`config.mk`:
```
export PLATFORM = sky130hd
export DESIGN_NAME = psf_framer
export DESIGN_NICKNAME = d
export VERILOG_FILES = /design/src/rtl/psf_pkg.sv /design/src/rtl/psf_crc_if.sv /design/src/rtl/psf_crc16.sv /design/src/rtl/psf_framer.sv
export SDC_FILE = /design/constraint.sdc
export NUM_CORES = 2
export LEC_CHECK = 0
export BUFFER_PORTS_ARGS = -buffer_cell sky130_fd_sc_hd__buf_2
export CAP_MARGIN = 20
export CELL_PAD_IN_SITES_DETAIL_PLACEMENT = 1
export CELL_PAD_IN_SITES_GLOBAL_PLACEMENT = 2
export CORE_MARGIN = 5
export CORE_UTILIZATION = 48
export DETAILED_ROUTE_END_ITERATION = 7
export GPL_ROUTABILITY_DRIVEN = 0
export PLACE_DENSITY = 0.86
export SLEW_MARGIN = 20
export SYNTH_ARGS = -nofsm -noshare
export SYNTH_HDL_FRONTEND = slang
export SYNTH_HIERARCHICAL = 1
export SYNTH_SLANG_ARGS = --single-unit
```
`constraint.sdc`:
```
create_clock -name clk_i -period 4.7 [get_ports clk_i]
set_input_delay 0.47 -clock clk_i [delete_from_list [all_inputs] [get_ports clk_i]]
set_output_delay 0.47 -clock clk_i [all_outputs]
set_load 0.05 [all_outputs]
```
`src/rtl/psf_pkg.sv`:
```
package psf_pkg;

	// Frame layout
	localparam int          PRE_BYTES = 4;
	localparam logic [7:0]  PRE_VAL   = 8'h00;
	localparam logic [7:0]  SFD_VAL   = 8'hA7;
	localparam int          MAX_PAY   = 125;
	localparam int          FCS_BYTES = 2;
	localparam int          MIN_FLI   = FCS_BYTES;
	localparam int          MAX_FLI   = MAX_PAY + FCS_BYTES;
	localparam int          BUF_DEPTH = 128;
	localparam int          ADDR_W    = 7;

	// Check sequence: reflected x^16+x^12+x^5+1
	localparam logic [15:0] CRC_POLY  = 16'h8408;
	localparam logic [15:0] CRC_INIT  = 16'h0000;
	localparam logic [15:0] CRC_GOOD  = 16'h0000;

	// Timing
	localparam int          CLK_MHZ   = 100;
	localparam int          LQI_US    = 64;
	localparam int          LQI_CYC   = LQI_US * CLK_MHZ;
	localparam int          CCA_US    = 128;
	localparam int          CCA_CYC   = CCA_US * CLK_MHZ;
	localparam int          CCA_THR   = 64;
	localparam int          CNT_W     = 16;
	localparam int          ACC_W     = 24;

	// Serial port commands
	localparam logic [7:0]  CMD_TXWR  = 8'h01;
	localparam logic [7:0]  CMD_TXGO  = 8'h02;
	localparam logic [7:0]  CMD_RXRD  = 8'h03;
	localparam logic [7:0]  CMD_CFG   = 8'h04;
	localparam logic [7:0]  CMD_STAT  = 8'h05;
	localparam logic [7:0]  CMD_STWR  = 8'h06;
	localparam logic [7:0]  CMD_STRD  = 8'h07;

	// Configuration byte fields
	localparam int          CFG_STREAM = 7;
	localparam int          CFG_CCA    = 6;
	localparam int          CHAN_W     = 4;

	// Event bits, low five bits of the status byte
	localparam int          EV_W       = 5;
	localparam int          ST_TXDONE  = 0;
	localparam int          ST_RXDONE  = 1;
	localparam int          ST_TXREQ   = 2;
	localparam int          ST_RXWORD  = 3;
	localparam int          ST_CCA     = 4;

	// Reset values
	localparam logic [7:0]  RST_BYTE   = 8'h00;
	localparam logic [3:0]  RST_CHAN   = 4'h0;

endpackage

```
`src/rtl/psf_crc_if.sv`:
```
`timescale 1ns/1ns
`default_nettype none

interface psf_crc_if;
	logic        clr;
	logic        en;
	logic [7:0]  data;
	logic [15:0] crc;

	modport eng  (output clr, output en, output data, input crc);
	modport calc (input clr, input en, input data, output crc);
endinterface

`default_nettype wire

```
`src/rtl/psf_crc16.sv`:
```
`timescale 1ns/1ns
`default_nettype none

module psf_crc16 (
	// Clock and reset
	input  wire logic clk_i,
	input  wire logic rstn_i,
	// Engine side
	psf_crc_if.calc   crc
);

	logic [15:0] crc_q;
	logic [15:0] crc_d;

	always_comb begin
		crc_d = crc_q;
		if (crc.clr) begin
			crc_d = psf_pkg::CRC_INIT;
		end else if (crc.en) begin
			crc_d = crc_q ^ {8'h00, crc.data};
			for (int i = 0; i < 8; i++) begin
				crc_d = crc_d[0] ? ((crc_d >> 1) ^ psf_pkg::CRC_POLY) : (crc_d >> 1);
			end
		end
	end

	always_ff @(posedge clk_i) begin
		if (!rstn_i) begin
			crc_q <= psf_pkg::CRC_INIT;
		end else begin
			crc_q <= crc_d;
		end
	end

	assign crc.crc = crc_q;

endmodule

`default_nettype wire

```
`src/rtl/psf_framer.sv`:
```
// Behaviour
// - Packet mode keeps the transmit payload and the received length, payload and check bytes in on-chip buffers.
// - Streaming mode moves payload one byte at a time through the port.
// - Transmit sends four preamble bytes, then delimiter, then length byte.
// - Payload is at most 125 bytes; longer frames are refused.
// - A two-byte check sequence is computed and sent after the payload.
// - Receive finds preamble, delimiter, length and stores payload and check bytes.
// - Receive recomputes the check sequence and reports pass or fail.
// - Link quality is measured for 64 us after the delimiter and kept.
// - Channel assessment integrates energy over a fixed interval.
// - Packet mode raises the interrupt once per complete received frame.
// - Streaming receive raises the interrupt for every received payload and check byte.
// - Packet mode raises the interrupt when the whole frame is sent.
// - Streaming transmit raises the interrupt whenever the next byte is wanted.
// - Host talks over a four-wire serial port plus an interrupt line.
// - Exactly one of 16 channels is selected at any time.
`timescale 1ns/1ns
`default_nettype none

module psf_framer #(
	parameter int LQI_CYC = psf_pkg::LQI_CYC,
	parameter int CCA_CYC = psf_pkg::CCA_CYC,
	parameter int CCA_THR = psf_pkg::CCA_THR
) (
	// Clock and reset
	input  wire logic        clk_i,
	input  wire logic        rstn_i,
	// Host serial port and interrupt
	input  wire logic        spi_sck_i,
	input  wire logic        spi_cs_n_i,
	input  wire logic        spi_mosi_i,
	output logic             spi_miso_o,
	output logic             spi_miso_oe_o,
	output logic             irq_o,
	// Modem transmit byte stream
	output logic [7:0]       tx_data_o,
	output logic             tx_valid_o,
	input  wire logic        tx_ready_i,
	// Modem receive byte stream
	input  wire logic [7:0]  rx_data_i,
	input  wire logic        rx_valid_i,
	input  wire logic [7:0]  rx_energy_i,
	// Radio setup
	output logic [3:0]       chan_o
);
	import psf_pkg::*;

	typedef enum logic [7:0] {
		T_IDLE = 8'h01, T_PRE = 8'h02, T_SFD = 8'h04, T_LEN = 8'h08,
		T_FETCH = 8'h10, T_PAY = 8'h20, T_FCS0 = 8'h40, T_FCS1 = 8'h80
	} psf_tx_e;
	typedef enum logic [3:0] {
		R_HUNT = 4'h1, R_LEN = 4'h2, R_DATA = 4'h4, R_CHK = 4'h8
	} psf_rx_e;

	localparam logic [ACC_W-1:0] CCA_LIM = ACC_W'(CCA_THR * CCA_CYC);

	psf_crc_if txc ();
	psf_crc_if rxc ();
	psf_crc16 u_txcrc (.clk_i(clk_i), .rstn_i(rstn_i), .crc(txc));
	psf_crc16 u_rxcrc (.clk_i(clk_i), .rstn_i(rstn_i), .crc(rxc));

	logic [7:0] tx_mem [BUF_DEPTH];
	logic [7:0] rx_mem [BUF_DEPTH];

	////////////////////////////////////////////////////////////////////////////
	// Serial port slave, mode 0, sampled by clk_i
	logic [2:0] sck_s_q, cs_s_q, mosi_s_q;
	logic       sck_lvl_q, cs_lvl_q;
	logic [2:0] bit_q, bit_d;
	logic [7:0] sh_in_q, sh_in_d, sh_out_q, sh_out_d, idx_q, idx_d, cmd_q, cmd_d;
	logic [7:0] rd_ptr_q, rd_ptr_d, tx_len_q, tx_len_d, st_byte_q, st_byte_d;
	logic [3:0] chan_q, chan_d;
	logic       stream_q, stream_d, st_full_q, st_full_d;
	logic       sck_rise, sck_fall, go, cca_go, stat_rd, tmem_we, st_take;
	logic [7:0] in_b, out_b;
	logic [EV_W-1:0] ev_q, ev_d, ev_set;
	logic [7:0] lqi_q, rx_word_q;
	logic       crc_ok_q, cca_busy_q, tx_busy;

	// A level counts once stages two and three agree
	assign sck_rise = (sck_s_q[1] == sck_s_q[2]) && sck_s_q[2] && !sck_lvl_q;
	assign sck_fall = (sck_s_q[1] == sck_s_q[2]) && !sck_s_q[2] && sck_lvl_q;

	always_comb begin
		bit_d = bit_q;  sh_in_d = sh_in_q;  sh_out_d = sh_out_q;  idx_d = idx_q;
		cmd_d = cmd_q;  rd_ptr_d = rd_ptr_q;  tx_len_d = tx_len_q;  chan_d = chan_q;
		stream_d = stream_q;  st_byte_d = st_byte_q;  st_full_d = st_full_q;
		go = 1'b0;  cca_go = 1'b0;  stat_rd = 1'b0;  tmem_we = 1'b0;
		in_b = {sh_in_q[6:0], mosi_s_q[2]};
		out_b = RST_BYTE;
		if (st_take) st_full_d = 1'b0;
		if (cs_lvl_q) begin
			bit_d = 3'h0;
			idx_d = 8'h00;
			sh_out_d = RST_BYTE;
		end else if (sck_rise) begin
			sh_in_d = in_b;
			bit_d = bit_q + 3'h1;
			if (bit_q == 3'h7) begin
				if (idx_q != 8'hFF) idx_d = idx_q + 8'h01;
				if (idx_q == 8'h00) begin
					cmd_d = in_b;
					rd_ptr_d = 8'h00;
					go = (in_b == CMD_TXGO);
				end else begin
					case (cmd_q)
						CMD_TXWR: begin
							if (idx_q == 8'h01) tx_len_d = in_b;
							tmem_we = (idx_q >= 8'h02) && (idx_q < 8'(BUF_DEPTH + 2));
						end
						CMD_CFG: if (idx_q == 8'h01) begin
							stream_d = in_b[CFG_STREAM];
							chan_d = in_b[CHAN_W-1:0];
							cca_go = in_b[CFG_CCA];
						end
						CMD_STWR: if (idx_q == 8'h01) begin
							st_byte_d = in_b;
							st_full_d = 1'b1;
						end
						default: ;
					endcase
				end
				case ((idx_q == 8'h00) ? in_b : cmd_q)
					CMD_STAT: begin
						if (idx_q == 8'h00) begin
							out_b = {tx_busy, cca_busy_q, crc_ok_q, ev_q};
							stat_rd = 1'b1;
						end else begin
							out_b = lqi_q;
						end
					end
					CMD_RXRD: begin
						out_b = rx_mem[rd_ptr_d[ADDR_W-1:0]];
						rd_ptr_d = rd_ptr_d + 8'h01;
					end
					CMD_STRD: out_b = rx_word_q;
					default: ;
				endcase
				sh_out_d = out_b;
			end
		end else if (sck_fall && bit_q != 3'h0) begin
			// No shift on the fall after a byte: the new byte just loaded
			sh_out_d = {sh_out_q[6:0], 1'b0};
		end
	end

	always_ff @(posedge clk_i) begin
		if (!rstn_i) begin
			sck_s_q <= 3'h0;  cs_s_q <= 3'h7;  mosi_s_q <= 3'h0;
			sck_lvl_q <= 1'b0;  cs_lvl_q <= 1'b1;  bit_q <= 3'h0;
			sh_in_q <= RST_BYTE;  sh_out_q <= RST_BYTE;  idx_q <= RST_BYTE;
			cmd_q <= RST_BYTE;  rd_ptr_q <= RST_BYTE;  tx_len_q <= RST_BYTE;
			chan_q <= RST_CHAN;  stream_q <= 1'b0;  st_byte_q <= RST_BYTE;
			st_full_q <= 1'b0;
		end else begin
			sck_s_q <= {sck_s_q[1:0], spi_sck_i};
			cs_s_q <= {cs_s_q[1:0], spi_cs_n_i};
			mosi_s_q <= {mosi_s_q[1:0], spi_mosi_i};
			if (sck_s_q[1] == sck_s_q[2]) sck_lvl_q <= sck_s_q[2];
			if (cs_s_q[1] == cs_s_q[2]) cs_lvl_q <= cs_s_q[2];
			bit_q <= bit_d;  sh_in_q <= sh_in_d;  sh_out_q <= sh_out_d;  idx_q <= idx_d;
			cmd_q <= cmd_d;  rd_ptr_q <= rd_ptr_d;  tx_len_q <= tx_len_d;
			chan_q <= chan_d;  stream_q <= stream_d;  st_byte_q <= st_byte_d;
			st_full_q <= st_full_d;
		end
		if (tmem_we) tx_mem[ADDR_W'(idx_q - 8'h02)] <= in_b;
	end

	assign spi_miso_o    = sh_out_q[7];
	assign spi_miso_oe_o = !cs_lvl_q;
	assign chan_o        = chan_q;

	////////////////////////////////////////////////////////////////////////////
	// Transmit framer
	psf_tx_e    tx_q, tx_d;
	logic [7:0] tx_data_q, tx_data_d, pidx_q, pidx_d;
	logic [1:0] pre_q, pre_d;
	logic       acc, go_ok, req_set;

	assign acc     = tx_valid_o && tx_ready_i;
	assign tx_busy = (tx_q != T_IDLE);
	assign go_ok   = go && !tx_busy && (tx_len_q <= 8'(MAX_PAY));

	always_comb begin
		tx_d = tx_q;  tx_data_d = tx_data_q;  pidx_d = pidx_q;  pre_d = pre_q;
		st_take = 1'b0;  req_set = 1'b0;
		txc.clr = 1'b0;  txc.en = 1'b0;  txc.data = tx_mem[pidx_q[ADDR_W-1:0]];
		case (tx_q)
			T_IDLE: if (go_ok) begin
				tx_d = T_PRE;  tx_data_d = PRE_VAL;  pre_d = 2'h0;  pidx_d = 8'h00;
				txc.clr = 1'b1;
				req_set = stream_q && (tx_len_q != 8'h00);
			end
			T_PRE: if (acc) begin
				pre_d = pre_q + 2'h1;
				if (pre_q == 2'(PRE_BYTES - 1)) begin
					tx_d = T_SFD;  tx_data_d = SFD_VAL;
				end
			end
			T_SFD: if (acc) begin
				tx_d = T_LEN;  tx_data_d = tx_len_q + 8'(FCS_BYTES);
			end
			T_LEN: if (acc) tx_d = (tx_len_q == 8'h00) ? T_PAY : T_FETCH;
			T_FETCH: begin
				if (stream_q) txc.data = st_byte_q;
				if (!stream_q || st_full_q) begin
					tx_d = T_PAY;  tx_data_d = txc.data;  txc.en = 1'b1;
					pidx_d = pidx_q + 8'h01;
					st_take = stream_q;
					req_set = stream_q && (pidx_d != tx_len_q);
				end
			end
			T_PAY: if (acc || tx_len_q == 8'h00) begin
				// Empty payload passes straight to the check bytes
				tx_d = (pidx_q == tx_len_q) ? T_FCS0 : T_FETCH;
				tx_data_d = txc.crc[7:0];
			end
			T_FCS0: if (acc) begin
				tx_d = T_FCS1;  tx_data_d = txc.crc[15:8];
			end
			T_FCS1: if (acc) tx_d = T_IDLE;
			default: tx_d = T_IDLE;
		endcase
	end

	always_ff @(posedge clk_i) begin
		if (!rstn_i) begin
			tx_q <= T_IDLE;  tx_data_q <= RST_BYTE;  pidx_q <= RST_BYTE;  pre_q <= 2'h0;
		end else begin
			tx_q <= tx_d;  tx_data_q <= tx_data_d;  pidx_q <= pidx_d;  pre_q <= pre_d;
		end
	end

	assign tx_valid_o = tx_q inside {T_PRE, T_SFD, T_LEN, T_FCS0, T_FCS1}
		|| (tx_q == T_PAY && tx_len_q != 8'h00);
	assign tx_data_o = tx_data_q;

	////////////////////////////////////////////////////////////////////////////
	// Receive parser
	psf_rx_e    rx_q, rx_d;
	logic [2:0] z_q, z_d;
	logic [7:0] rcnt_q, rcnt_d, ridx_q, ridx_d, rx_word_d;
	logic       crc_ok_d, rmem_we, sfd_hit;

	always_comb begin
		rx_d = rx_q;  z_d = z_q;  rcnt_d = rcnt_q;  ridx_d = ridx_q;
		rx_word_d = rx_word_q;  crc_ok_d = crc_ok_q;  rmem_we = 1'b0;  sfd_hit = 1'b0;
		rxc.clr = 1'b0;  rxc.en = 1'b0;  rxc.data = rx_data_i;
		case (rx_q)
			R_HUNT: if (rx_valid_i) begin
				if (rx_data_i == PRE_VAL) begin
					if (z_q != 3'(PRE_BYTES)) z_d = z_q + 3'h1;
				end else begin
					z_d = 3'h0;
					if (rx_data_i == SFD_VAL && z_q == 3'(PRE_BYTES)) begin
						// An accepted length byte lands at the buffer head, whatever the last frame left
						rx_d = R_LEN;  sfd_hit = 1'b1;  ridx_d = 8'h00;
					end
				end
			end
			R_LEN: if (rx_valid_i) begin
				if (rx_data_i < 8'(MIN_FLI) || rx_data_i > 8'(MAX_FLI)) begin
					rx_d = R_HUNT;
				end else begin
					rx_d = R_DATA;  rcnt_d = rx_data_i;  ridx_d = 8'h01;
					rmem_we = 1'b1;  rxc.clr = 1'b1;
				end
			end
			R_DATA: if (rx_valid_i) begin
				rmem_we = 1'b1;  rxc.en = 1'b1;  rx_word_d = rx_data_i;
				ridx_d = ridx_q + 8'h01;  rcnt_d = rcnt_q - 8'h01;
				if (rcnt_q == 8'h01) rx_d = R_CHK;
			end
			R_CHK: begin
				crc_ok_d = (rxc.crc == CRC_GOOD);
				rx_d = R_HUNT;
			end
			default: rx_d = R_HUNT;
		endcase
	end

	always_ff @(posedge clk_i) begin
		if (!rstn_i) begin
			rx_q <= R_HUNT;  z_q <= 3'h0;  rcnt_q <= RST_BYTE;  ridx_q <= RST_BYTE;
			rx_word_q <= RST_BYTE;  crc_ok_q <= 1'b0;
		end else begin
			rx_q <= rx_d;  z_q <= z_d;  rcnt_q <= rcnt_d;  ridx_q <= ridx_d;
			rx_word_q <= rx_word_d;  crc_ok_q <= crc_ok_d;
		end
		if (rmem_we) rx_mem[ridx_q[ADDR_W-1:0]] <= rx_data_i;
	end

	////////////////////////////////////////////////////////////////////////////
	// Link quality, channel assessment and events
	logic [CNT_W-1:0] lqi_cnt_q, lqi_cnt_d, cca_cnt_q, cca_cnt_d;
	logic [7:0]       lqi_max_q, lqi_max_d, lqi_d;
	logic [ACC_W-1:0] cca_acc_q, cca_acc_d;
	logic             cca_busy_d;

	always_comb begin
		lqi_cnt_d = lqi_cnt_q;  lqi_max_d = lqi_max_q;  lqi_d = lqi_q;
		cca_cnt_d = cca_cnt_q;  cca_acc_d = cca_acc_q;  cca_busy_d = cca_busy_q;
		ev_set = '0;
		// Peak energy in the window stands for link quality
		if (sfd_hit) begin
			lqi_cnt_d = CNT_W'(LQI_CYC);  lqi_max_d = RST_BYTE;
		end else if (lqi_cnt_q != '0) begin
			lqi_cnt_d = lqi_cnt_q - 1'b1;
			if (rx_energy_i > lqi_max_q) lqi_max_d = rx_energy_i;
			if (lqi_cnt_q == CNT_W'(1)) lqi_d = lqi_max_d;
		end
		if (cca_go && cca_cnt_q == '0) begin
			cca_cnt_d = CNT_W'(CCA_CYC);  cca_acc_d = '0;
		end else if (cca_cnt_q != '0) begin
			cca_cnt_d = cca_cnt_q - 1'b1;
			cca_acc_d = cca_acc_q + ACC_W'(rx_energy_i);
			if (cca_cnt_q == CNT_W'(1)) begin
				cca_busy_d = (cca_acc_d > CCA_LIM);
				ev_set[ST_CCA] = 1'b1;
			end
		end
		ev_set[ST_TXDONE] = (tx_q == T_FCS1) && acc && !stream_q;
		ev_set[ST_RXDONE] = (rx_q == R_CHK) && !stream_q;
		ev_set[ST_RXWORD] = (rx_q == R_DATA) && rx_valid_i && stream_q;
		ev_set[ST_TXREQ]  = req_set;
		// Set wins over the clear done by the status read
		ev_d = (ev_q & ~({EV_W{stat_rd}})) | ev_set;
	end

	always_ff @(posedge clk_i) begin
		if (!rstn_i) begin
			lqi_cnt_q <= '0;  lqi_max_q <= RST_BYTE;  lqi_q <= RST_BYTE;
			cca_cnt_q <= '0;  cca_acc_q <= '0;  cca_busy_q <= 1'b0;  ev_q <= '0;
		end else begin
			lqi_cnt_q <= lqi_cnt_d;  lqi_max_q <= lqi_max_d;  lqi_q <= lqi_d;
			cca_cnt_q <= cca_cnt_d;  cca_acc_q <= cca_acc_d;  cca_busy_q <= cca_busy_d;
			ev_q <= ev_d;
		end
	end

	assign irq_o = |ev_q;
endmodule

`default_nettype wire

```
==> results.json <==
{
  "coreArea_um2": 193000,
  "layout_commonest_cell": "edfxtp_1",
  "required_ns": 5.49,
  "async_flop_share_pct": 0,
  "synth_area_leader_cell": "edfxtp_1",
  "hpwlAfterDp_um": 174000,
  "fin_crit_sh_pct": 98.6,
  "max_cap_violations": 0,
  "postPlaceCellArea_um2": 97500,
  "stdcell_area_um2": 105000,
  "fin_nets": 6069,
  "h-tree-depth": 4,
  "synth-edff-count": 2048,
  "cts.sinks": 2296,
  "cts_buffer_depth": 3,
  "antenna_found_initial": 2,
  "numCtsBuffers": 223,
  "power_density_nw_per_um2": 400,
  "synth_area_leaders": "edfxtp_1, mux4_2, dfxtp_1",
  "fin_tns_setup_ns": 0,
  "multiInputGateArea_um2": 25000,
  "min_period_ns": 4.64,
  "yosysWarnings": 6,
  "drv_slew": 0,
  "critPathMaxFanout": 17,
  "grt_max_degree": 133,
  "synthCells": 5806,
  "top_level_ports": 39,
  "r2r-start": "idx_q[0]",
  "wire_per_inst_um": 31.8,
  "cp-start-kind": "register",
  "num_rows": 161,
  "critPathCaptureType": "register",
  "finalPower_mw": 41.9,
  "die_area_um2": 203000,
  "cts_root_buf": "clkbuf_16",
  "drtIter0Drc": 6638,
  "synth_area_um2": 93100,
  "hold_viol": 0,
  "yosysTopAreaCellShare_pct": 66.1,
  "hold_depth": 1,
  "synthesis.nets": 5869,
  "fmax_ghz": 0.216,
  "ys_seq_area_share_pct": 71.4,
  "die_w_um": 450,
  "synth-seq-cells": 2296,
  "grt-ovfl-total": 0,
  "hold_path_end": "rx_mem[32][0]",
  "setup_violations": 0,
  "final_cell_mix": "edfxtp_1, nor2_1, nand2_1, mux4_2, buf_4",
  "r2r_slack_ns": 0.06,
  "gr-usage-all-layers_pct": 26.9,
  "critPathKind": "register to register",
  "clkTransAtPathRegs_ns": 0.06,
  "synth_ff_type": "edfxtp_1",
  "pre_cts_ws_ns": 0.0113,
  "p_leak_nw": 33.4,
  "setup_slack_ns": 0.0636,
  "synth_area_per_cell_um2": 16.0,
  "start_util_pct": 48.3,
  "clk_latency_ns": 0.87,
  "reg2reg_to": "sh_out_q[6]",
  "syn2layout_area_growth_pct": 12.7,
  "die_h_um": 450,
  "worst_pin_slew_ns": 1.17,
  "skew_ns": 0.0353,
  "ff2ff_path_depth": 11,
  "drcViolationCount": 0,
  "min-delay-path-class": "primary input to register",
  "drt_wl_total_um": 277000,
  "slew_headroom_pct": 21.5,
  "io_buffers": 38,
  "hold_start": "rx_data_i[0]",
  "rsz0062_at_grt": "false",
  "fill_cells": 17600,
  "arrival_ns": 5.42,
  "layout-drive-gt1-share_pct": 17.3,
  "outcome": "completed",
  "grt_pass1_wl_um": 407000,
  "drtAntennaViolNets": 0,
  "seq_area_um2": 66500,
  "ir_drop_mv": 0.374,
  "drtPass1Iterations": 8,
  "grt_pass1_vias": 58800,
  "cts_tree": "done",
  "vias_per_cell": 6.51,
  "synth_cell_types": 101,
  "via_count": 56800
}
-- sequential cells by signal, indices dropped and copies added, names as in the netlist, 5 cells and up, named ones only --
register         count
rx_mem            1024
tx_mem            1024
cca_acc_q           24
cca_cnt_q           16
lqi_cnt_q           16
u_rxcrc/crc.crc     16
u_txcrc/crc.crc     16
cmd_q                8
idx_q                8
lqi_max_q            8
lqi_q                8
pidx_q               8
rcnt_q               8
rx_word_q            8
sh_out_q             8
st_byte_q            8
tx_data_o            8
tx_len_q             8
tx_q                 8
rd_ptr_q             7
ridx_q               7
sh_in_q              7
ev_q                 5
-- area by class of cell --
class	count	share of cell area, %
inverters	57	0.206
multi-input cells	3103	23.8
flip-flops and latches	2296	63.4
clock buffers	288	5.79
diodes	2	0.00477
repair buffers	325	2.69
clock inverters	128	1.06
well taps	2526	3.01
-- Yosys cell counts (26+ instances only) --
library cell  count
mux2i_1         187
clkbuf_1        187
a221o_1          28
nand2_1         337
a221oi_1         97
dfxtp_1         248
a211oi_1         73
nor2b_1          32
buf_1            46
o22ai_1          58
edfxtp_1       2048
mux2_2           67
nor4_1           28
nor2_1          551
a22oi_1          96
inv_1            53
and2_1           33
nor3_1           59
a21oi_1         211
xor2_1           36
a222oi_1         34
o21ai_0         145
nand3_1         104
buf_2           107
o211ai_1         46
xnor2_1          61
o221ai_1         44
ha_1             39
mux4_2          294
nand3b_1         26
-- how the worst max path moves through the flow --
stage             start            endpoint  cells after the start
5_1_grt        idx_q[0]         sh_out_q[6]                     14
3_5_place_dp   register  u_txcrc/crc.crc[7]                     10
3_3_place_gp   register  u_txcrc/crc.crc[7]                     10
2_1_floorplan  register  u_txcrc/crc.crc[8]                     13
6_report       idx_q[0]         sh_out_q[6]                     11
4_1_cts        register  u_txcrc/crc.crc[7]                     10
-- what timing repair did --
action | 4_1_cts | 5_1_grt
endpoints found under the hold margin | 23 | 0
endpoints found under the setup margin | 1 | 2
hold buffers | 15 | 0
setup buffers | 1 | 0
gates resized for setup | 0 | 3
-- metrics by stage --
stage | std cells | hold WS [ns] | util [%]
2_1_floorplan | 5806 | 0.386 | -
3_3_place_gp | 8291 | 0.405 | 50.6
3_5_place_dp | 8291 | 0.406 | 50.6
4_1_cts | 8723 | 0.0217 | 54.4
5_1_grt | 8723 | 0.0353 | 54.4
6_report | 8725 | 0.0634 | 54.4
-- routing by layer --
layer | GRT usage (%) | share of wire, %
met1 | 34.9 | 38
met2 | 44.6 | 49
met3 | 4.48 | 8.0
met4 | 12.6 | 5.3
met5 | 0 | 0.0047
-- power breakdown --
group	total [mW]	switching (mW)	internal (mW)
Combinational	1.76	1.11	0.653
Clock	17.8	7.78	9.98
Sequential	22.4	0.175	22.2
-- cells by family (layout without fill, tap and decap cells) --
logic type / Yosys count / after routing / share of synthesized area, %
XOR/XNOR: 129 / 129 / 1.65
buffers and inverters: 407 / 798 / 1.85
AND/OR/NAND/NOR: 1318 / 1318 / 6.45
flip-flops: 2296 / 2296 / 71.4
adder cells (fa/ha/maj): 40 / 40 / 0.546
multiplexers: 548 / 548 / 9.94
other: 0 / 2 / 0
AO/OA/AOI/OAI: 1068 / 1068 / 8.15
-- worst max-delay path: stages, from the launching register on --
cell and delay (ns):
dfxtp_1 0.38, inv_1 0.14, ha_1 0.20, or3b_1 0.70
buf_4 0.32, o21ai_4 0.62, buf_4 0.44, a222oi_1 0.17
nand3_1 0.22, nor4b_1 0.66, o21ai_0 0.39, a31oi_1 0.27
Note: power is estimated with default switching activity, not from simulation.
